File: src/include/tws_defs.svh
// Register map, field positions, reset values and counts of the three-wire serial port
`ifndef TWS_DEFS_SVH
`define TWS_DEFS_SVH

// Register addresses
`define TWS_ADDR_MODE      16'hFFB0
`define TWS_ADDR_CLKSEL    16'hFFB1
`define TWS_ADDR_TXBUF     16'hFFB2
`define TWS_ADDR_SHIFT     16'hFFB3

// Mode register fields
`define TWS_MODE_EN        7
`define TWS_MODE_TXRX      6
`define TWS_MODE_DIR       4
`define TWS_MODE_BUSY      0
`define TWS_MODE_WMASK     8'hD0
`define TWS_MODE_RESET     8'h00

// Clock select register fields (5 stored bits, upper three read zero)
`define TWS_CLKSEL_POL     4
`define TWS_CLKSEL_PHASE   3
`define TWS_CLKSEL_SRC_HI  2
`define TWS_CLKSEL_SRC_LO  0
`define TWS_CLKSEL_RESET   5'h10
`define TWS_SRC_EXT        3'h7

// Transfer length: 8 bits, two serial clock edges per bit
`define TWS_LAST_EDGE      4'hF

`endif

File: src/include/tws_pkg.sv
// Types and helper functions shared by the three-wire serial port modules
package tws_pkg;

    typedef logic [7:0] tws_byte_type;
    typedef logic [2:0] tws_src_type;

    typedef enum logic [0:0] {
        TWS_IDLE = 1'b0,
        TWS_XFER = 1'b1
    } tws_state_type;

    // Last count of a serial clock half period: fx/2^(sel+2) has half period 2^(sel+1)
    function automatic logic [7:0] tws_half_last(input tws_src_type sel);
        logic [8:0] span;
        span = 9'h002 << sel;
        return span[7:0] - 8'h01;
    endfunction

    // Bit that leaves first (or next) for the chosen direction
    function automatic logic tws_lead_bit(input tws_byte_type data, input logic lsb_first);
        return lsb_first ? data[0] : data[7];
    endfunction

endpackage

File: src/include/tws_div_if.sv
// Handshake between the port controller and its serial clock divider
interface tws_div_if;
    import tws_pkg::*;

    logic        run;
    tws_src_type sel;
    logic        tick;

    modport ctrl (output run, output sel, input tick);
    modport div  (input run, input sel, output tick);
endinterface

File: src/hw/tws_sync.sv
// Two-stage synchroniser for the serial clock and serial data input pins
module tws_sync (
    // Clock and reset
    input  wire logic       clk,
    input  wire logic       rst_n,
    // Pin levels in and synchronised out
    input  wire logic [1:0] d,
    output logic      [1:0] q
);
    logic [1:0] meta;

    always_ff @(posedge clk or negedge rst_n) begin
        if (!rst_n) begin
            meta <= 2'h0;
            q    <= 2'h0;
        end else begin
            meta <= d;
            q    <= meta;
        end
    end
endmodule

File: src/hw/tws_clkdiv.sv
// Serial clock divider: one-cycle tick at each half period of the chosen rate
module tws_clkdiv (
    // Clock and reset
    input  wire logic clk,
    input  wire logic rst_n,
    // Control from the port
    tws_div_if.div    dif
);
    import tws_pkg::*;

    logic [7:0] cnt;

    assign dif.tick = dif.run && (cnt == tws_half_last(dif.sel));

    // Restart from zero so the first half period of a transfer is full length
    always_ff @(posedge clk or negedge rst_n) begin
        if (!rst_n) begin
            cnt <= 8'h00;
        end else if (!dif.run || dif.tick) begin
            cnt <= 8'h00;
        end else begin
            cnt <= cnt + 8'h01;
        end
    end
endmodule

File: src/hw/tws_top.sv
// Three-wire clocked serial port: registers, transfer control and pin drive
//
// Summary of operation
// - Enable off releases pins, no transfers
// - Direction bit picks MSB or LSB first
// - Mode register at FFB0H resets to 00H
// - Mode bit 0 is read-only busy flag
// - Receive-only mode holds serial output low
// - Clearing enable clears busy, aborts transfer
// - Clock select at FFB1H resets to 10H
// - Polarity and phase bits choose type 1-4
// - Source field: fx/4 to fx/256, or external
// - Exactly eight bits, each on serial clock
// - Transmit buffer write starts duplex transfer
// - Shift register read starts receive-only transfer
// - Busy on start; done pulse, busy clear after eight
// - Phase 0: first bit out on leading edge
// - Phase 0: later bits out on leading edges
// - Phase 1: first bit out at start
// - Phase 1: later bits out on trailing edges
// - Output holds last bit after transfer
`include "tws_defs.svh"

module tws_top (
    // Clock and reset
    input  wire logic                  CORE_CLK,
    input  wire logic                  ARST_N,
    // Register access
    input  wire logic [15:0]           REG_ADDR,
    input  wire logic                  REG_WR,
    input  wire logic                  REG_RD,
    input  wire tws_pkg::tws_byte_type REG_WDATA,
    output tws_pkg::tws_byte_type      REG_RDATA,
    // Serial clock pin
    input  wire logic                  SER_CLK_PIN_IN,
    output logic                       SER_CLK_PIN_OUT,
    output logic                       SER_CLK_PIN_OE,
    // Serial data pins
    input  wire logic                  SER_IN_PIN,
    output logic                       SER_OUT_PIN,
    output logic                       SER_OUT_PIN_OE,
    // Completion event
    output logic                       XFER_DONE_IRQ
);
    import tws_pkg::*;

    // Reset release
    logic [1:0]    rst_pipe;
    logic          rst_n;

    // Software-visible state
    tws_byte_type  mode_reg;
    logic [4:0]    clock_select_reg;
    tws_byte_type  tx_buffer;
    tws_byte_type  shift_reg;

    // Transfer state
    tws_state_type state;
    tws_state_type next_state;
    logic [3:0]    edge_cnt;
    logic          ser_clk_q;

    // Synchronised pins
    logic [1:0]    pin_s;
    logic          ser_clk_s;
    logic          ser_clk_d;
    logic          ser_in_s;

    // Decoded controls
    logic          op_enable;
    logic          txrx_select;
    logic          first_bit_dir;
    logic          clk_polarity;
    logic          data_phase;
    tws_src_type   clk_src_sel;
    logic          ext_clk;
    logic          idle_lvl;
    logic          busy_flag;

    // Access strobes
    logic          wr_mode;
    logic          wr_clksel;
    logic          wr_txbuf;
    logic          rd_shift;
    logic          disable_now;
    logic          start_tx;
    logic          start_rx;
    logic          start;

    // Edge events
    logic          ext_edge;
    logic          any_edge;
    logic          lead_edge;
    logic          sample_edge;
    logic          drive_edge;
    logic          last_edge;

    tws_div_if     dif ();

    // Reset asserts at once and releases in step with the clock
    always_ff @(posedge CORE_CLK or negedge ARST_N) begin
        if (!ARST_N) begin
            rst_pipe <= 2'h0;
        end else begin
            rst_pipe <= {rst_pipe[0], 1'b1};
        end
    end

    assign rst_n = rst_pipe[1];

    tws_sync u_sync (
        .clk   (CORE_CLK),
        .rst_n (rst_n),
        .d     ({SER_CLK_PIN_IN, SER_IN_PIN}),
        .q     (pin_s)
    );

    assign ser_clk_s = pin_s[1];
    assign ser_in_s  = pin_s[0];

    tws_clkdiv u_div (
        .clk   (CORE_CLK),
        .rst_n (rst_n),
        .dif   (dif)
    );

    // Field decode
    assign op_enable     = mode_reg[`TWS_MODE_EN];
    assign txrx_select   = mode_reg[`TWS_MODE_TXRX];
    assign first_bit_dir = mode_reg[`TWS_MODE_DIR];
    assign clk_polarity  = clock_select_reg[`TWS_CLKSEL_POL];
    assign data_phase    = clock_select_reg[`TWS_CLKSEL_PHASE];
    assign clk_src_sel   = clock_select_reg[`TWS_CLKSEL_SRC_HI:`TWS_CLKSEL_SRC_LO];
    assign ext_clk       = (clk_src_sel == `TWS_SRC_EXT);
    assign idle_lvl      = ~clk_polarity;
    assign busy_flag     = (state == TWS_XFER);

    // Access decode
    assign wr_mode     = REG_WR && (REG_ADDR == `TWS_ADDR_MODE);
    assign wr_clksel   = REG_WR && (REG_ADDR == `TWS_ADDR_CLKSEL);
    assign wr_txbuf    = REG_WR && (REG_ADDR == `TWS_ADDR_TXBUF);
    assign rd_shift    = REG_RD && (REG_ADDR == `TWS_ADDR_SHIFT);
    assign disable_now = wr_mode && !REG_WDATA[`TWS_MODE_EN];

    // A start needs the port enabled and idle; requests while busy are dropped
    assign start_tx = wr_txbuf && op_enable && txrx_select && !busy_flag;
    assign start_rx = rd_shift && op_enable && !txrx_select && !busy_flag;
    assign start    = start_tx || start_rx;

    // The divider only runs while the port makes its own clock
    assign dif.run = busy_flag && !ext_clk;
    assign dif.sel = clk_src_sel;

    // Edge detection reads only the second synchroniser stage and its delayed copy
    assign ext_edge  = ext_clk && (ser_clk_s != ser_clk_d);
    assign any_edge  = busy_flag && (ext_clk ? ext_edge : dif.tick);
    assign lead_edge = ext_clk ? (ser_clk_d == idle_lvl) : (ser_clk_q == idle_lvl);

    // Phase 0 samples on trailing edges, phase 1 on leading edges
    assign sample_edge = any_edge && (lead_edge == data_phase);
    assign drive_edge  = any_edge && (lead_edge != data_phase);
    assign last_edge   = any_edge && (edge_cnt == `TWS_LAST_EDGE);

    always_ff @(posedge CORE_CLK or negedge rst_n) begin
        if (!rst_n) begin
            ser_clk_d <= 1'b0;
        end else begin
            ser_clk_d <= ser_clk_s;
        end
    end

    // Mode register; bit 5 and bits 3 to 0, including the busy position, are not stored
    always_ff @(posedge CORE_CLK or negedge rst_n) begin
        if (!rst_n) begin
            mode_reg <= `TWS_MODE_RESET;
        end else if (wr_mode) begin
            mode_reg <= REG_WDATA & `TWS_MODE_WMASK;
        end
    end

    // Clock select register; writes are accepted at any time
    always_ff @(posedge CORE_CLK or negedge rst_n) begin
        if (!rst_n) begin
            clock_select_reg <= `TWS_CLKSEL_RESET;
        end else if (wr_clksel) begin
            clock_select_reg <= REG_WDATA[4:0];
        end
    end

    // Transmit buffer keeps its value while busy so the word in flight is stable
    always_ff @(posedge CORE_CLK or negedge rst_n) begin
        if (!rst_n) begin
            tx_buffer <= 8'h00;
        end else if (wr_txbuf && !busy_flag) begin
            tx_buffer <= REG_WDATA;
        end
    end

    // Transfer sequencing
    always_comb begin
        next_state = state;
        case (state)
            TWS_IDLE: begin
                if (start) begin
                    next_state = TWS_XFER;
                end
            end
            TWS_XFER: begin
                if (last_edge) begin
                    next_state = TWS_IDLE;
                end
            end
            default: begin
                next_state = TWS_IDLE;
            end
        endcase
        if (!op_enable || disable_now) begin
            next_state = TWS_IDLE;
        end
    end

    always_ff @(posedge CORE_CLK or negedge rst_n) begin
        if (!rst_n) begin
            state <= TWS_IDLE;
        end else begin
            state <= next_state;
        end
    end

    always_ff @(posedge CORE_CLK or negedge rst_n) begin
        if (!rst_n) begin
            edge_cnt <= 4'h0;
        end else if (start) begin
            edge_cnt <= 4'h0;
        end else if (any_edge) begin
            edge_cnt <= edge_cnt + 4'h1;
        end
    end

    // Shift register: loaded with the written byte at a duplex start, shifts in on each sample edge
    always_ff @(posedge CORE_CLK or negedge rst_n) begin
        if (!rst_n) begin
            shift_reg <= 8'h00;
        end else if (start_tx) begin
            shift_reg <= REG_WDATA;
        end else if (sample_edge) begin
            if (first_bit_dir) begin
                shift_reg <= {ser_in_s, shift_reg[7:1]};
            end else begin
                shift_reg <= {shift_reg[6:0], ser_in_s};
            end
        end
    end

    // Output latch; it is left alone between transfers so the last bit stays on the pin
    always_ff @(posedge CORE_CLK or negedge rst_n) begin
        if (!rst_n) begin
            SER_OUT_PIN <= 1'b0;
        end else if (!txrx_select) begin
            SER_OUT_PIN <= 1'b0;
        end else if (start_tx && data_phase) begin
            SER_OUT_PIN <= tws_lead_bit(REG_WDATA, first_bit_dir);
        end else if (drive_edge && !last_edge) begin
            SER_OUT_PIN <= tws_lead_bit(shift_reg, first_bit_dir);
        end
    end

    // Internal serial clock: parks at its idle level, toggles each half period when busy
    always_ff @(posedge CORE_CLK or negedge rst_n) begin
        if (!rst_n) begin
            ser_clk_q <= 1'b0;
        end else if (!busy_flag) begin
            ser_clk_q <= idle_lvl;
        end else if (dif.tick) begin
            ser_clk_q <= ~ser_clk_q;
        end
    end

    // Pin drive; both driven pins, serial clock and serial output, are released while the port is disabled
    always_ff @(posedge CORE_CLK or negedge rst_n) begin
        if (!rst_n) begin
            SER_CLK_PIN_OUT <= 1'b0;
            SER_CLK_PIN_OE  <= 1'b0;
            SER_OUT_PIN_OE  <= 1'b0;
        end else begin
            SER_CLK_PIN_OUT <= ser_clk_q;
            SER_CLK_PIN_OE  <= op_enable && !ext_clk;
            SER_OUT_PIN_OE  <= op_enable;
        end
    end

    // Completion pulse; an aborted transfer raises none
    always_ff @(posedge CORE_CLK or negedge rst_n) begin
        if (!rst_n) begin
            XFER_DONE_IRQ <= 1'b0;
        end else begin
            XFER_DONE_IRQ <= last_edge && op_enable && !disable_now;
        end
    end

    // Read data, one cycle after the read strobe; unmapped addresses read zero
    always_ff @(posedge CORE_CLK or negedge rst_n) begin
        if (!rst_n) begin
            REG_RDATA <= 8'h00;
        end else if (REG_RD) begin
            case (REG_ADDR)
                `TWS_ADDR_MODE: begin
                    REG_RDATA <= {mode_reg[7:1], busy_flag};
                end
                `TWS_ADDR_CLKSEL: begin
                    REG_RDATA <= {3'h0, clock_select_reg};
                end
                `TWS_ADDR_TXBUF: begin
                    REG_RDATA <= tx_buffer;
                end
                `TWS_ADDR_SHIFT: begin
                    REG_RDATA <= shift_reg;
                end
                default: begin
                    REG_RDATA <= 8'h00;
                end
            endcase
        end
    end

endmodule

File: config.mk
export PLATFORM = sky130hd
export DESIGN_NAME = tws_top
export DESIGN_NICKNAME = d
export VERILOG_FILES = /design/src/include/tws_pkg.sv /design/src/include/tws_div_if.sv /design/src/hw/tws_sync.sv /design/src/hw/tws_clkdiv.sv /design/src/hw/tws_top.sv
export VERILOG_INCLUDE_DIRS = /design/src /design/src/include
export SDC_FILE = /design/constraint.sdc
export NUM_CORES = 1
export LEC_CHECK = 0
export BUFFER_PORTS_ARGS = -buffer_cell sky130_fd_sc_hd__buf_2
export CAP_MARGIN = 25
export CELL_PAD_IN_SITES_DETAIL_PLACEMENT = 1
export CELL_PAD_IN_SITES_GLOBAL_PLACEMENT = 1
export CORE_ASPECT_RATIO = 0.9
export CORE_UTILIZATION = 47
export DETAILED_ROUTE_END_ITERATION = 16
export GPL_TIMING_DRIVEN = 0
export HOLD_SLACK_MARGIN = 0.05
export PLACE_DENSITY_LB_ADDON = 0.1
export SLEW_MARGIN = 20
export SYNTH_ARGS = -nofsm -noshare
export SYNTH_HDL_FRONTEND = slang
export SYNTH_SLANG_ARGS = --single-unit
File: constraint.sdc
create_clock -name CORE_CLK -period 6 [get_ports CORE_CLK]
set_clock_uncertainty 0.15 [all_clocks]
set_input_delay 0.9 -clock CORE_CLK [delete_from_list [all_inputs] [get_ports CORE_CLK]]
set_output_delay 0.9 -clock CORE_CLK [all_outputs]
set_load 0.005 [all_outputs]
# == After elaboration in Yosys (flattened, before gate mapping) ==
# Index checks and enable logic that the tools add are counted.
# classes
n_mux,20
n_shift,1
reduce_logical,37
bitwise_logic,3
n_addsub,3
eq_ne,14
# ops
operator,n
"== test 16 bit, second input constant",4
two-way mux 8 bit,4
case mux 8 bit (4 select lines),1
logical AND 1 bit,24
two-way mux 1 bit,12
"adder 8 x 1 -> 8 bit, second input constant",1
== test 8 bit,1
zero test 1 bit,8
two-way mux 4 bit,2
"left shift 2 x 3 -> 8 bit, first input constant",1
"subtractor 8 x 1 -> 8 bit, second input constant",1
"adder 4 x 1 -> 4 bit, second input constant",1
"== test 4 bit, second input constant",1
nonzero test 2 bit,2
== test 1 bit,3
"== test 3 bit, second input constant",1
logical OR 1 bit,3
"!= test 3 x 1 -> 1 bit, second input constant",1
NOT 1 bit,3
!= test 1 bit,2
"!= test 2 x 1 -> 1 bit, second input constant",1
case mux 1 bit (2 select lines),1
# word_totals
regBits,58
word_cells,96

# == Depth between registers and ports, before layout ==
# depth
word_depth,12
ltp_mapped,12
ltp_nobuf,9

# == Cells and area by module ==
# A second synthesis with hierarchy kept.
# hier_totals
cells_unflattened,266
hier_area_um2,3075.4
# by_module_without_submodules
mod,instances,cells_per_inst,area_each_um2
tws_top,1,202,2392.3
tws_clkdiv,1,60,583.1
tws_sync,1,4,100.1

# == Worst setup path after synthesis ==
# No wires, ideal clock.
# synth_timing
path_kind,reg2reg
from,register clock_select_reg[1]
to,register edge_cnt[1]
n_path_buf,3
path_slack_ns,3.081
t_arrival_ns,2.651
stages_incl_launch_ff,12
path_cell_list,dfrtp_1 > buf_2 > or3_1 > ha_1 > buf_4 > or4_1 > o2111ai_2 > o211ai_2 > a221oi_4 > buf_4 > mux2i_1 > nor2_1
# synth_via
elab_chain_len,7
elab_cells_between_ends,11
# synth_lines
item,line,rtl
start: declaration,tws_top.sv:53,logic [4:0] clock_select_reg;
start signal: assignment,tws_top.sv:184,clock_select_reg <= `TWS_CLKSEL_RESET;
start signal: assignment,tws_top.sv:186,clock_select_reg <= REG_WDATA[4:0];
left shift 2 x 3 -> 8 bit or == test 3 bit (tied branches),n/a,
subtractor 8 x 1 -> 8 bit or zero test 1 bit (tied branches),"tws_pkg.sv:16, tws_top.sv:151",
== test 8 bit or logical AND 1 bit (tied branches),"tws_clkdiv.sv:13, tws_top.sv:151",
logical AND 1 bit,tws_clkdiv.sv:13,assign dif.tick = dif.run && (cnt == tws_half_last(dif.sel));
two-way mux 1 bit *,tws_top.sv:156,assign any_edge = busy_flag && (ext_clk ? ext_edge : dif.tick);
logical AND 1 bit *,tws_top.sv:156,
nonzero test 2 bit (no line) *,n/a,
end signal: assignment,tws_top.sv:236,edge_cnt <= edge_cnt + 4'h1;
end: declaration,tws_top.sv:60,logic [3:0] edge_cnt;
# Mark *: on every way between the ends. The rest lies on a longest branch, timed or not.
# A chain may end at the register's enable or synchronous reset.

# == Worst setup path in the final report ==
# Same ends and word-level chain as after synthesis.

==> results.txt <==
Crit path cell chain: buf_2 -> or3_1 -> ha_1 -> buf_4 -> or4_1 -> o2111ai_2 -> o211ai_2 -> a221oi_4 -> buf_4 -> mux2i_1 -> nor2_1
HPWL after DPL: 5495 um
Unrepaired setup endpoints after global routing: no
Pin count of the biggest net entering global routing: 57
Worst path depth: 11
Critical Path Source: clock_select_reg[1]
CP dominant cell by count: buf_4
Cells on worst reg2reg path: 11
Clock Latency Late Sink: 0.33 ns
Hold Slack: 0.1851 ns
Average wire per standard cell: 17.44 um
Register area: 1456 um2
Die Width: 86.99 um
Most common cell after layout, fill and taps aside: dfrtp_1
Ports: 43
Die footprint: 6828 um2
CTS tree: done
Sequential share of power: 0.486
Clk buf depth: 2
Register bit count reported by yosys: 58
Sum Neg Setup Slack: 0 ns
WP data arrival: 3.38 ns
Comb power frac: 0.034
Syn nets: 327
CP max-delay cell: dfrtp_1
Setup ws final: 2.697 ns
Synth Area per Inst: 10.39 um2
Fraction of registers with async set/reset: 1.000
Overflow left after global routing: 0
Crit path kind: reg2reg
P&R area growth vs syn: 17.69%
Cell variety after synth: 48
Final slew viol count: 0
Clk pwr share: 0.480
Fin nets: 380
PwrDens: 230.2 nW/um2
GPL Wtd Cong: 0.7917
Number of global-route vias before repair: 2480
Post-Route WL: 7657 um
# hold bufs at CTS: 0
Cells after Synth: 294
Worst setup path endpoint: edge_cnt[1]
Core footprint: 6182 um2
Fmax: 0.3027 GHz
Worst reg2reg startpoint: clock_select_reg[1]
Status: finished, final reports clean
Clock-pin slew on the worst setup and hold paths: 0.07 ns
Crit Path Max Fanout: 10
Crit path max-delay family: simple AND/OR/NAND/NOR gates
Crit path buffers/inverters: 3
Crit end category: flip-flop
Antenna diodes: 0
Setup bufs post-CTS: 0
Die height: 78.49 um
Via count: 2450
Non-Filler Instances: 439
Layout cells sized above 1: 0.2898
Post-place setup slack: 2.701 ns
Met3 wire len: 278 um
All-Layer GR Usage: 0.2424
CTS buffer count: 9
Psw: 0.1883 mW
Leak: 1.573 nW
WL met1: 3796 um
Primary FF master, synth: dfrtp_1
Met2 WL: 3492 um
Final setup fails: 0
Fillcell total: 715
Post_cts resized: 0
Switching share of total power: 0.2275
Yosys warnings: 0
First-pass GRT wire length: 12430 um
Rows: 27
# port buffers: 42
Worst VDD drop: 0.0001631 V
Hold Fails Final Rpt: 0
Drt drc: 0
DR top layer: met4
Period utilization: 0.5505
Initial Util: 0.4942
Register-to-Register Setup Slack: 2.70 ns
CP max stage delay: 0.47 ns
Max-slew headroom: 0.4754
H-Tree Depth: 3
Reg2reg end: edge_cnt[1]
Register area share after synthesis: 0.4754
Critical Path RT: 6.08 ns
Multi-input logic area: 1475 um2
Hold WC Path Type: in2async
Min Tclk post-route: 3.303 ns
Initial DRC count: 131
Synthesized area: 3055 um2
Internal Power: 0.6395 mW
First-pass detailed-route iteration total: 4
DRT antenna net count: 0
Avg Vias per Cell: 5.581
Clock Sinks: 58
Power Total: 0.8278 mW
Number of synthesized flops with an enable pin: 0
Placed cells: 423
Max-cap check violation count: 0
Initial antenna violation count: 0
Most frequent cells in the layout: 56 x dfrtp_1, 45 x buf_2, 26 x nand2_1, 19 x nand3_1
CP startpoint kind: flip-flop
Root buffer cell: clkbuf_8
Worst-Margin Slew: 0.7813 ns
cell usage after synthesis (2+ instances only):
library cell	count	area, um2
dfrtp_1	57	1426
nand2_1	26	97.59
nand3_1	19	95.09
mux2_2	18	202.7
mux2i_1	18	180.2
nor2_1	18	67.56
o21ai_0	14	70.07
a21oi_1	13	65.06
inv_1	10	37.54
a31o_2	8	70.07
clkbuf_1	8	30.03
o21ai_1	8	40.04
xor2_1	8	70.07
and3_1	6	37.54
nand4_1	6	37.54
xnor2_1	6	52.55
nor2b_1	5	31.28
and2_1	4	25.02
a22o_1	3	26.28
buf_2	3	15.01
ha_1	3	37.54
a211oi_1	2	15.01
buf_1	2	7.510
buf_4	2	15.01
buf_6	2	22.52
mux4_2	2	45.04
or3_1	2	12.51
layer usage:
| layer | up-vias | global-route usage |
|---|---|---|
| li1 | 1157 | - |
| met1 | 1229 | 0.3454 |
| met2 | 54 | 0.3732 |
| met3 | 10 | 0.04522 |
| met4 | 0 | 0.07667 |
| met5 | - | 0 |
worst min path at each step:
stage / from / slack (ns) / end / cells past startpoint
6_report: ARST_N / 0.19 / rst_pipe[1] / 1
5_1_grt: ARST_N / 0.18 / rst_pipe[1] / 1
4_1_cts: ARST_N / 0.17 / rst_pipe[1] / 1
3_5_place_dp: rst_pipe[0] / 0.19 / rst_pipe[1] / 0
3_3_place_gp: u_sync.meta[0] / 0.18 / u_sync.q[0] / 0
2_1_floorplan: rst_pipe[0] / 0.18 / rst_pipe[1] / 0
layout make-up:
class                      count  area share
buffer                        17     0.02505
clock buffer                   9     0.03445
clock inverter                 7     0.02610
inverter                      10     0.01044
multi-input combinational    209      0.4102
sequential                    58      0.4050
tap                           87     0.03027
timing repair buffer          42     0.05846
power by group through the flow:
stage                     clock network [mW]  registers, mW  logic (mW)
after floorplan                            0          0.407      0.0113
after global placement                     0          0.409      0.0268
after detailed placement                   0          0.410      0.0277
after CTS                              0.405          0.402      0.0281
after global routing                   0.418          0.403      0.0304
final                                  0.398          0.402      0.0282
cells by family (layout without fill, tap and decap cells):
family	Yosys count	in the layout	share of synthesized area
AO/OA/AOI/OAI	56	56	0.1241
flip-flops	58	58	0.4754
AND/OR/NAND/NOR	96	96	0.1597
buffers and inverters	27	85	0.04177
other	1	1	0.001227
multiplexers	38	38	0.1400
adder cells (fa/ha/maj)	3	3	0.01229
XOR/XNOR	15	15	0.04546
per-stage QoR:
stage	instance area [um2]	util
floorplan	3055	-
global placement	3374	0.5458
detailed placement	3378	0.5464
CTS	3596	0.5817
global route	3596	0.5817
finish	3596	0.5817
(Power assumes the default switching activity.)
